$ cat config.mk
export PLATFORM = sky130hd
export DESIGN_NAME = brsm_sequencer
export DESIGN_NICKNAME = d
export VERILOG_FILES = /design/src/logic/brsm_pkg.sv /design/src/logic/brsm_sequencer.sv
export SDC_FILE = /design/constraint.sdc
export NUM_CORES = 1
export LEC_CHECK = 0
export BUFFER_PORTS_ARGS = -buffer_cell sky130_fd_sc_hd__buf_2
export CAP_MARGIN = 20
export CORE_UTILIZATION = 43
export CTS_BUF_LIST = sky130_fd_sc_hd__clkbuf_2
export CTS_CLUSTER_SIZE = 14
export DETAILED_ROUTE_END_ITERATION = 6
export GPL_TIMING_DRIVEN = 0
export PLACE_DENSITY = 0.8
export SYNTH_ARGS = -nofsm -noshare
export SYNTH_HDL_FRONTEND = slang
export SYNTH_SLANG_ARGS = --single-unit
$ cat constraint.sdc
create_clock -name core_clk_i -period 1.9 [get_ports core_clk_i]
set_input_delay 0.38 -clock core_clk_i [delete_from_list [all_inputs] [get_ports core_clk_i]]
set_output_delay 0.38 -clock core_clk_i [all_outputs]
set_load 0.005 [all_outputs]
$ cat src/logic/brsm_pkg.sv
// package for the back-up / reset / stop mode sequencer
// assumes one 200 MHz core clock and synchronous active-high reset
package brsm_pkg;
   localparam int unsigned CLK_PERIOD_PS = 5000;
   // oscillator warm-up time, in ns
   localparam int unsigned WARMUP_NS = 100_000;
   localparam int unsigned WARMUP_CYCLES = (WARMUP_NS * 1000 + CLK_PERIOD_PS - 1) / CLK_PERIOD_PS;
   localparam logic [7:0] STOP_KEY_VALUE = 8'hA5;
   localparam logic [7:0] STOP_KEY_RESET = 8'h00;
   localparam int unsigned PIN_COUNT = 38;
   localparam int unsigned TIMER_CLK_PIN_IDX = 0;
   localparam int unsigned CAPTURE_PIN_IDX = 1;

   typedef enum logic [1:0] {
      BRSM_BACKUP = 2'b00,
      BRSM_RESET = 2'b01,
      BRSM_RUN = 2'b11,
      BRSM_STOP = 2'b10
   } brsm_state_t;
endpackage

$ cat src/logic/brsm_sequencer.sv
// back-up / reset-status / stop mode sequencer with pad overrides
// assumes all inputs synchronous to core_clk_i; cpu drives key writes and stop
//
// Contract
// - hold back-up while reset pin low or supply below detect threshold
// - enter reset status on reset pin rise, supply rise, or watchdog overflow
// - back-up floats pins except two pins, disables pull-ups, blocks inputs
// - back-up forces all ports to input mode with input path gated except on the two kept pins
// - reset status floats pins except two pins and disables pull-ups
// - back-up and reset status reinitialise all control and system registers
// - leave back-up on reset pin high or supply rising-edge indication
// - leave reset status only after oscillator warm-up interval
// - stop keeps port configuration and output data unchanged
// - leave stop on external interrupt, reset, or edge-wake event
`timescale 1ns/10ps
module brsm_sequencer
   import brsm_pkg::*;
#(
   parameter int unsigned WARMUP = brsm_pkg::WARMUP_CYCLES,
   parameter int unsigned PINS = brsm_pkg::PIN_COUNT
) (
   input wire logic core_clk_i, // core clock
   input wire logic reset_i, // synchronous reset, active high
   input wire logic ext_reset_pin_n_i, // external reset pin, active low
   input wire logic supply_low_i, // supply below supply_detect_threshold
   input wire logic supply_rise_i, // supply rising-edge pulse from detector
   input wire logic wdt_overflow_i, // watchdog overflow pulse
   input wire logic ext_irq_i, // external interrupt request
   input wire logic edge_wake_i, // stop_edge_wake_circuit event
   input wire logic key_wr_i, // write strobe to stop_key_register
   input wire logic [7:0] key_wdata_i, // data for stop_key_register
   input wire logic stop_exec_i, // stop instruction executes
   input wire logic [PINS-1:0] port_oe_i, // core output enables
   input wire logic [PINS-1:0] port_pu_i, // core pull-up enables
   input wire logic [PINS-1:0] port_out_i, // core output data
   output logic [PINS-1:0] pad_oe_o, // pad output enables
   output logic [PINS-1:0] pad_pu_o, // pad pull-up enables
   output logic [PINS-1:0] pad_out_o, // pad output data
   output logic [PINS-1:0] pad_in_en_o, // pad input path enables
   output logic sys_reset_o, // reinitialise control/system registers
   output logic core_clk_en_o, // core clock running (low in stop)
   output logic [1:0] mode_o, // current mode code
   output logic [7:0] stop_key_o // stop_key_register contents
);
   import brsm_pkg::*;

   localparam int CW = $clog2(WARMUP + 1);
   localparam logic [CW-1:0] WARM_LAST = CW'(WARMUP - 1);

   brsm_state_t state_q, state_d;
   logic [CW-1:0] warm_q, warm_d;
   logic [7:0] key_q, key_d;
   logic pin_q, pin_d;
   logic [PINS-1:0] oe_q, oe_d, pu_q, pu_d, out_q, out_d, ien_q, ien_d;
   logic pin_rise, backup_cond, reset_evt;
   logic [PINS-1:0] keep_mask;

   always_comb begin
      keep_mask = '0;
      keep_mask[TIMER_CLK_PIN_IDX] = 1'b1;
      keep_mask[CAPTURE_PIN_IDX] = 1'b1;
   end

   assign pin_rise = ext_reset_pin_n_i && !pin_q;
   assign backup_cond = !ext_reset_pin_n_i || supply_low_i;
   assign reset_evt = pin_rise || supply_rise_i || wdt_overflow_i;

   always_comb begin
      state_d = state_q;
      warm_d = warm_q;
      key_d = key_q;
      pin_d = ext_reset_pin_n_i;
      if (backup_cond) begin
         state_d = BRSM_BACKUP;
      end else begin
         unique case (state_q)
            BRSM_BACKUP: begin
               // pin high again or supply back: go through warm-up
               if (pin_rise || supply_rise_i || !supply_low_i) begin
                  state_d = BRSM_RESET;
                  warm_d = '0;
               end
            end
            BRSM_RESET: begin
               if (reset_evt) begin
                  warm_d = '0;
               end else if (warm_q == WARM_LAST) begin
                  state_d = BRSM_RUN;
               end else begin
                  warm_d = warm_q + CW'(1);
               end
            end
            BRSM_RUN: begin
               if (reset_evt) begin
                  state_d = BRSM_RESET;
                  warm_d = '0;
               end else if (stop_exec_i && key_q == STOP_KEY_VALUE) begin
                  state_d = BRSM_STOP;
               end
            end
            BRSM_STOP: begin
               if (reset_evt) begin
                  state_d = BRSM_RESET;
                  warm_d = '0;
               end else if (ext_irq_i || edge_wake_i) begin
                  state_d = BRSM_RUN;
               end
            end
         endcase
      end
      if (state_d == BRSM_BACKUP || state_d == BRSM_RESET) begin
         key_d = STOP_KEY_RESET;
      end else if (key_wr_i && state_q == BRSM_RUN) begin
         key_d = key_wdata_i;
      end
   end

   always_ff @(posedge core_clk_i) begin
      if (reset_i) begin
         state_q <= BRSM_BACKUP;
         warm_q <= '0;
         key_q <= STOP_KEY_RESET;
         // idle level of the pin, so a high pin at release is no false rise
         pin_q <= 1'b1;
      end else begin
         state_q <= state_d;
         warm_q <= warm_d;
         key_q <= key_d;
         pin_q <= pin_d;
      end
   end

   // pad overrides; registered so data outputs come from flops
   always_comb begin
      oe_d = port_oe_i;
      pu_d = port_pu_i;
      out_d = port_out_i;
      ien_d = '1;
      unique case (state_d)
         BRSM_BACKUP: begin
            oe_d = '0;
            pu_d = keep_mask;
            out_d = '0;
            ien_d = keep_mask;
         end
         BRSM_RESET: begin
            oe_d = '0;
            pu_d = keep_mask;
            out_d = '0;
         end
         BRSM_STOP: begin
            // core is frozen, so hold whatever stood before
            oe_d = oe_q;
            pu_d = pu_q;
            out_d = out_q;
            ien_d = ien_q;
         end
         BRSM_RUN: begin
            oe_d = port_oe_i;
         end
      endcase
   end

   always_ff @(posedge core_clk_i) begin
      if (reset_i) begin
         // reset lands in back-up, so pads start the way back-up wants them
         oe_q <= '0;
         pu_q <= keep_mask;
         out_q <= '0;
         ien_q <= keep_mask;
      end else begin
         oe_q <= oe_d;
         pu_q <= pu_d;
         out_q <= out_d;
         ien_q <= ien_d;
      end
   end

   assign pad_oe_o = oe_q;
   assign pad_pu_o = pu_q;
   assign pad_out_o = out_q;
   assign pad_in_en_o = ien_q;
   assign sys_reset_o = state_q == BRSM_BACKUP || state_q == BRSM_RESET;
   assign core_clk_en_o = state_q != BRSM_STOP;
   assign mode_o = state_q;
   assign stop_key_o = key_q;

   // second, independent count of edges spent in reset status, so the
   // warm-up check does not lean on the counter it guards
   localparam logic [CW:0] WARM_SPAN = (CW+1)'(WARMUP);
   logic [CW:0] dwell_q, dwell_d;

   always_comb begin
      dwell_d = '0;
      if (state_q == BRSM_RESET && !reset_evt) begin
         dwell_d = dwell_q + (CW+1)'(1);
      end
   end

   always_ff @(posedge core_clk_i) begin
      if (reset_i) begin
         dwell_q <= '0;
      end else begin
         dwell_q <= dwell_d;
      end
   end

   // wake from stop also raises run, so the warm-up checks look only at reset exits

   a_backup_entry: assert property (
      @(posedge core_clk_i) disable iff (reset_i)
      backup_cond |=> state_q == BRSM_BACKUP
   ) else $error("backup not entered");

   a_run_reset_evt: assert property (
      @(posedge core_clk_i) disable iff (reset_i)
      state_q == BRSM_RUN && reset_evt && !backup_cond |=> state_q == BRSM_RESET
   ) else $error("reset status not entered");

   a_backup_pads: assert property (
      @(posedge core_clk_i) disable iff (reset_i)
      state_q == BRSM_BACKUP && $past(state_q) == BRSM_BACKUP |->
      pad_oe_o == '0 && pad_pu_o == keep_mask && pad_in_en_o == keep_mask
   ) else $error("backup pads wrong");

   a_backup_float: assert property (
      @(posedge core_clk_i) disable iff (reset_i)
      backup_cond |=> pad_oe_o == '0 && (pad_pu_o & ~keep_mask) == '0
   ) else $error("backup pins not floating");

   a_backup_input: assert property (
      @(posedge core_clk_i) disable iff (reset_i)
      backup_cond |=> (pad_in_en_o & ~keep_mask) == '0
   ) else $error("input not gated");

   a_reset_pads: assert property (
      @(posedge core_clk_i) disable iff (reset_i)
      state_d == BRSM_RESET |=> pad_oe_o == '0 && pad_pu_o == keep_mask
   ) else $error("reset pads wrong");

   a_sys_reset: assert property (
      @(posedge core_clk_i) disable iff (reset_i)
      sys_reset_o |-> stop_key_o == STOP_KEY_RESET
   ) else $error("key not reset");

   a_reset_regs: assert property (
      @(posedge core_clk_i) disable iff (reset_i)
      state_d == BRSM_RESET |=> sys_reset_o && stop_key_o == STOP_KEY_RESET
   ) else $error("registers not reinitialised");

   a_backup_exit: assert property (
      @(posedge core_clk_i) disable iff (reset_i)
      state_q == BRSM_BACKUP && !backup_cond |=> state_q == BRSM_RESET
   ) else $error("backup not left");

   a_warmup_hold: assert property (
      @(posedge core_clk_i) disable iff (reset_i)
      $rose(state_q == BRSM_RUN) && $past(state_q) != BRSM_STOP |->
      $past(state_q) == BRSM_RESET && $past(warm_q) == WARM_LAST
   ) else $error("warm-up cut short");

   a_warm_early: assert property (
      @(posedge core_clk_i) disable iff (reset_i)
      state_q == BRSM_RESET && warm_q != WARM_LAST |=> state_q != BRSM_RUN
   ) else $error("run before warm-up end");

   a_warm_span: assert property (
      @(posedge core_clk_i) disable iff (reset_i)
      $rose(state_q == BRSM_RUN) && $past(state_q) == BRSM_RESET |-> dwell_q == WARM_SPAN
   ) else $error("warm-up length wrong");

   a_stop_hold: assert property (
      @(posedge core_clk_i) disable iff (reset_i)
      state_q == BRSM_STOP && state_d == BRSM_STOP |=>
      $stable(pad_oe_o) && $stable(pad_out_o)
   ) else $error("stop pads moved");

   a_stop_pullup: assert property (
      @(posedge core_clk_i) disable iff (reset_i)
      state_q == BRSM_STOP && state_d == BRSM_STOP |=>
      $stable(pad_pu_o) && $stable(pad_in_en_o)
   ) else $error("stop pad config moved");

   a_stop_wake: assert property (
      @(posedge core_clk_i) disable iff (reset_i)
      state_q == BRSM_STOP && (ext_irq_i || edge_wake_i) |=> state_q != BRSM_STOP
   ) else $error("stop not released");

   a_stop_release: assert property (
      @(posedge core_clk_i) disable iff (reset_i)
      state_q == BRSM_STOP && !backup_cond && !reset_evt && (ext_irq_i || edge_wake_i)
      |=> state_q == BRSM_RUN
   ) else $error("wake did not resume run");

   a_stop_reset: assert property (
      @(posedge core_clk_i) disable iff (reset_i)
      state_q == BRSM_STOP && reset_evt && !backup_cond |=> state_q == BRSM_RESET
   ) else $error("reset did not leave stop");

   a_stop_stay: assert property (
      @(posedge core_clk_i) disable iff (reset_i)
      state_q == BRSM_STOP && !backup_cond && !reset_evt && !ext_irq_i && !edge_wake_i
      |=> state_q == BRSM_STOP
   ) else $error("stop left without cause");

   a_stop_key: assert property (
      @(posedge core_clk_i) disable iff (reset_i)
      state_q == BRSM_RUN && stop_exec_i && key_q != STOP_KEY_VALUE |=> state_q != BRSM_STOP
   ) else $error("stop without key");

   a_stop_entry: assert property (
      @(posedge core_clk_i) disable iff (reset_i)
      state_q == BRSM_RUN && stop_exec_i && key_q == STOP_KEY_VALUE && !reset_evt &&
      !backup_cond |=> state_q == BRSM_STOP
   ) else $error("keyed stop not entered");
endmodule

### Word-level counts from Yosys, hierarchy flattened

Index checks and enable logic that the tools add are counted.

* output and inout bits: 164
* input bits: 132
* register bits after elaboration: 178
* logic and storage cells: 59

* reduce and logical (&&, ||, !) cells: 19
* equal/unequal tests: 12
* $add $sub $neg: 1
* muxes and demuxes: 18
* bitwise logic cells: 1

Operator list (number)
* 38-bit case mux with 2 select lines: 4
* 15-bit 2-to-1 mux: 4
* 15-bit case mux with 3 select lines: 1
* 2-bit 2-to-1 mux: 8
* 15-bit by 1-bit adder with 15-bit output, second input constant: 1
* 15-bit equality test, second input constant: 1
* 2-bit equality test, second input constant: 4
* 8-bit equality test, second input constant: 1
* 2-bit case mux with 4 select lines: 1
* 1-bit logical OR: 7
* 2-bit OR reduction: 3
* 2-bit by 1-bit equality test with 1-bit output, second input constant: 2
* 2-bit zero test: 2
* 2-bit != test, second input constant: 2
* 4-bit AND reduction: 1
* 1-bit logical AND: 3
* 1-bit zero test: 3
* 3-bit != test, second input constant: 1
* 2-bit by 1-bit != test with 1-bit output, second input constant: 1
* 1-bit inverter: 1

### Logic depth before layout (Yosys ltp)

* word-level depth: 10
* gate-level depth with buffers: 8
* gate-level depth less buffers: 7

### Worst setup path before layout

OpenSTA, ideal clock, no wires.

* path kind: flip-flop to flip-flop
* start: reg warm_q[0]
* end: reg warm_q[10]
* setup time: 0.120 ns
* stages on the path, launching flop included: 8
* clock period less this slack: 1.954 ns
* slack: -0.054 ns
* data required time: 1.780 ns
* buffers on the path: 1
* arrival: 1.835 ns
* cell sequence: dfxtp_1 -> ha_1 -> nand3b_1 -> or4_4 -> nand3_1 -> buf_4 -> nor3_1 -> a211o_1

* longest elaborated chain between the ends: 4
* elaborated cells on any way between the ends: 7
* those cells by class: add/sub: 1; eq/ne: 2; mux: 3; reduce/logical: 1

RTL lines
* start: declaration: RTL line brsm_sequencer.sv:51 `logic [CW-1:0] warm_q, warm_d;`
* start signal: assignment: RTL line brsm_sequencer.sv:127 `warm_q <= warm_d;`
* 15-bit by 1-bit adder with 15-bit output: RTL line brsm_sequencer.sv:90 `warm_d = warm_q + CW'(1);`
* 15-bit 2-to-1 mux: RTL line brsm_sequencer.sv:87 `end else if (warm_q == WARM_LAST) begin`
* 15-bit 2-to-1 mux: RTL line brsm_sequencer.sv:85 `if (reset_evt) begin`
* 15-bit case mux with 3 select lines: RTL line brsm_sequencer.sv:76 `unique case (state_q)`

Several ways; a longest one is shown, not always the timed one. The select of a mux whose other input is x is not followed.
A chain may end at the register's enable or synchronous reset.

### Final worst setup path

* start: reg key_q[3], in the netlist stop_key_o[3]
* end: reg pu_q[35], in the netlist pad_pu_o[35]

* longest elaborated chain between the ends: 9
* elaborated cells on any way between the ends: 11
* those cells by class: eq/ne: 3; mux: 5; reduce/logical: 3

RTL lines
* start: declaration: RTL line brsm_sequencer.sv:52 `logic [7:0] key_q, key_d;`
* start signal: assignment: RTL line brsm_sequencer.sv:128 `key_q <= key_d;`
* 8-bit equality test (*): RTL line brsm_sequencer.sv:97 `end else if (stop_exec_i && key_q == STOP_KEY_VALUE) begin`
* 1-bit logical AND (*): RTL line brsm_sequencer.sv:97
* 2-bit 2-to-1 mux (*): RTL line brsm_sequencer.sv:97
* 2-bit 2-to-1 mux (*): RTL line brsm_sequencer.sv:94 `if (reset_evt) begin`
* 2-bit case mux with 4 select lines (*): RTL line brsm_sequencer.sv:76
* 2-bit 2-to-1 mux (*): RTL line brsm_sequencer.sv:73 `if (backup_cond) begin`
* 2-bit by 1-bit equality test with 1-bit output / 2-bit zero test (equally long branches): RTL line brsm_sequencer.sv:139 `unique case (state_d)`
* 2-bit OR reduction (no source line)
* 38-bit case mux with 2 select lines: RTL line brsm_sequencer.sv:139
* end signal: assignment: RTL line brsm_sequencer.sv:168 `pu_q <= keep_mask;`
* end signal: assignment: RTL line brsm_sequencer.sv:173 `pu_q <= pu_d;`
* end: declaration: RTL line brsm_sequencer.sv:54 `logic [PINS-1:0] oe_q, oe_d, pu_q, pu_d, out_q, out_d, ien_q, ien_d;`

Every way passes the cells marked *; elsewhere a longest branch is shown, timed or not.

==> impl_metrics.ini <==
[status]
status = finished with violations
violations = setup timing

[global_route]
grt_max_degree = 19
use_met2_pct = 50.0
grtUsageTotal_pct = 28.2
busiest_layer = met2
grt-ovfl-total = 0
grt_pass1_vias = 6540
met3_usage_pct = 7.95
grt_pass1_wl_um = 31600
use_met1_pct = 29.5
antenna_found_initial = 1

[sta]
slew_viol_final = 0
fin_hold_ws_ns = 0.296
worst_pin_slew_ns = 0.594
fin_crit_sh_pct = 111
setup_ws_ns = -0.209
slew_headroom_pct = 60.3
setup_violations = 169
finClkSkew_ns = 0.0333
hold_violations = 0
rsz0062_at_grt = true
fin_crit_ns = 2.11
clock.fmax_mhz = 474

[floorplan]
die_h_um = 119
die_w_um = 119
fp.dieArea_um2 = 14300
core_um2 = 13300
start_util_pct = 44.5
boundaryPins = 296
rows = 42

[clock_network]
clock-sinks = 141
cts_inserted_buffers = 17
clock_latency_ns = 0.73
ctsLongestPathBuffers = 2
cts-root-buf = clkbuf_2
cts_tree = yes
cts.clk_slew.worst_paths_ns = 0.19
htree_levels = 4

[synth]
synthCells = 684
synth-seq-cells = 141
avgSynthCellArea_um2 = 8.68
synthArstFlopShare_pct = 0
synth_edf_count = 0
syn_area_um2 = 5930
yosys_warnings = 0
synthFlopType = dfxtp_1
ys_types = 41
ys_seq_area_share_pct = 47.6

[worst_setup_path]
crit_path_max_fanout = 10
required_ns = 2.56
timing.rr.start = stop_key_o[3]
r2r-end = pad_pu_o[35]
rrSetupSlack_ns = -0.21
end_kind = flip-flop
crit_chain = nor4bb_4 > nand3b_1 > o31ai_4 > buf_4 > buf_4 > clkbuf_2 > nand2_1 > a21oi_2
slowest_delay_ns = 0.40
worstSetupPathType = reg -> reg
r2r_cells = 8
arrival_ns = 2.77
cpMostUsedCell = buf_4
critPathSlowestCell = dfxtp_4
cp-start-kind = flip-flop

[cells_and_area]
final_area_um2 = 10200
utilization_pct = 76.4
area_growth_pct = 71.7
drive_gt1_share_pct = 49.1
fillers = 820
regArea_um2 = 2850
nets = 1288
final_cells = 1345
multiInputGateArea_um2 = 2700

[drt]
vias = 6820
viasPerCell = 5.07
drc = 0
routedWlPerCell_um = 16.6
ant_nets = 0
firstDrtPassIters = 5
wl_um = 22400
drtIter0Drc = 385

[placed_design]
port_buffers = 293
dp.cells = 1154
place_ws_ns = -0.680
globalplace.congestion = 0.862
dpl_cell_area_um2 = 7630
hpwl_um = 11800

[power]
power_density_nw_per_um2 = 532
power_switching_w = 0.00130
pwr-share-seq_pct = 54.7
clkPwrFrac_pct = 33.0
ir_worst_vdd_v = 0.000442
cellLeakagePower_nw = 4.93
comb_power_share_pct = 12.3
p_sw_share_pct = 23.9
internal-power_w = 0.00413

[min_path]
min_path_cells = 5
whs_endpoint = warm_q[6]
min_from = wdt_overflow_i
min-delay-path-class = in -> reg

[flow_run]
drv_cap = 0
## area by class of cell
cell class                      instances  share of cell area [%]
Antenna cell                            1                  0.0246
Buffer                                 78                    7.67
Clock buffer                           21                    1.03
Clock inverter                         11                    1.22
Inverter                                5                   0.233
Multi-Input combinational cell        460                    26.5
Sequential cell                       141                    28.0
Tap cell                              176                    2.16
Timing Repair Buffer                  452                    33.2
## flip-flops by register name, summed over array words and instances, names as in the netlist
name         flops
stop_key_o       8
pad_in_en_o      1
pad_oe_o        38
pin_q            1
pad_out_o       38
pad_pu_o        38
mode_o           2
warm_q          15
## stage by stage
stage	total power [W]	setup TNS, ns
global placement	0.00334	-67.58
finish	0.00542	-16.66
floorplan	0.00317	0
detailed placement	0.00335	-63.41
global route	0.00562	-31.29
CTS	0.00530	-8.02
## synth_stat cells (2+ instances only)
master,number,area share [%]
a21o_1,2,0.25
a21oi_1,14,1.2
o21ai_0,2,0.17
inv_1,5,0.32
nand4b_1,2,0.30
clkbuf_1,28,1.8
nand3_1,14,1.2
nor2_1,14,0.89
nor4_1,2,0.21
buf_6,11,2.1
or2_2,3,0.32
and3_1,9,0.95
mux2i_1,8,1.3
a21oi_2,100,15
dfxtp_1,141,48
buf_4,40,5.1
nor3_1,12,1.0
nand3b_1,3,0.38
a211o_1,11,1.6
nand2b_1,4,0.42
nand4_1,3,0.32
nand2_1,237,15
## power by group through the flow
stage,clock network [W],logic [W],registers [W]
3_3_place_gp,0,0.000309,0.00303
5_1_grt,0.00195,0.000709,0.00297
6_report,0.00179,0.000669,0.00297
4_1_cts,0.00179,0.000541,0.00296
3_5_place_dp,0,0.000313,0.00303
2_1_floorplan,0,0.000139,0.00303
## worst max path at each step
| stage | from | to | slack, ns | depth (start not counted) |
|---|---|---|---|---|
| 2_1_floorplan | warm_q[1] | pad_oe_o[31] | 0.01 | 8 |
| 3_3_place_gp | supply_rise_i | pad_oe_o[32] | -0.70 | 8 |
| 3_5_place_dp | supply_rise_i | pad_out_o[4] | -0.68 | 8 |
| 4_1_cts | warm_q[0] | pad_out_o[24] | -0.1 | 8 |
| 5_1_grt | stop_key_o[3] | pad_pu_o[35] | -0.28 | 8 |
| 6_report | stop_key_o[3] | pad_pu_o[35] | -0.21 | 8 |
## placed cells by master (no fill, tap or decap), drive strengths merged, types with 8 or more instances in the layout
cell / Yosys / layout
buf: 51 / 379
nand2: 237 / 237
dfxtp: 141 / 141
dlygate4sd3: 0 / 127
a21oi: 114 / 114
clkbuf: 28 / 45
nor2: 14 / 14
nand3: 14 / 14
nor3: 12 / 12
a211o: 11 / 11
and3: 9 / 9
mux2i: 8 / 8
clkinv: 0 / 8
## critical path, delay by kind of cell (launching register included)
| kind | cells | cell delay (ns) |
|---|---|---|
| and+or+nand+nor | 3 | 0.66 |
| buffers and inverters | 3 | 0.58 |
| DFF | 1 | 0.40 |
| AOI/OAI and AO/OA | 2 | 0.40 |
## kinds of logic (layout without fill, tap and decap cells)
| group | after synthesis | in the layout | synth area share [%] |
|---|---|---|---|
| simple gates | 312 | 312 | 22.3 |
| flops | 141 | 141 | 47.6 |
| compound gates | 137 | 137 | 19.3 |
| buf+inv | 84 | 567 | 9.23 |
| mux | 8 | 8 | 1.35 |
| fa+ha+maj | 1 | 1 | 0.211 |
| other cells | 1 | 3 | 0.0632 |
## timing repair
action,4_1_cts,5_1_grt
hold buffers,126,1
resized for setup,69,134
cloned,3,7
setup buffers,17,5
endpoints found under the hold margin,125,1
pin swaps,14,12
setup endpoints to repair,174,175
## layer usage
layer	wire length, um	share of wire [%]
met2	11300	51
met5	0	0
met3	1520	6.8
met4	1290	5.8
met1	8250	37
Note: power is estimated with default switching activity, not from simulation.
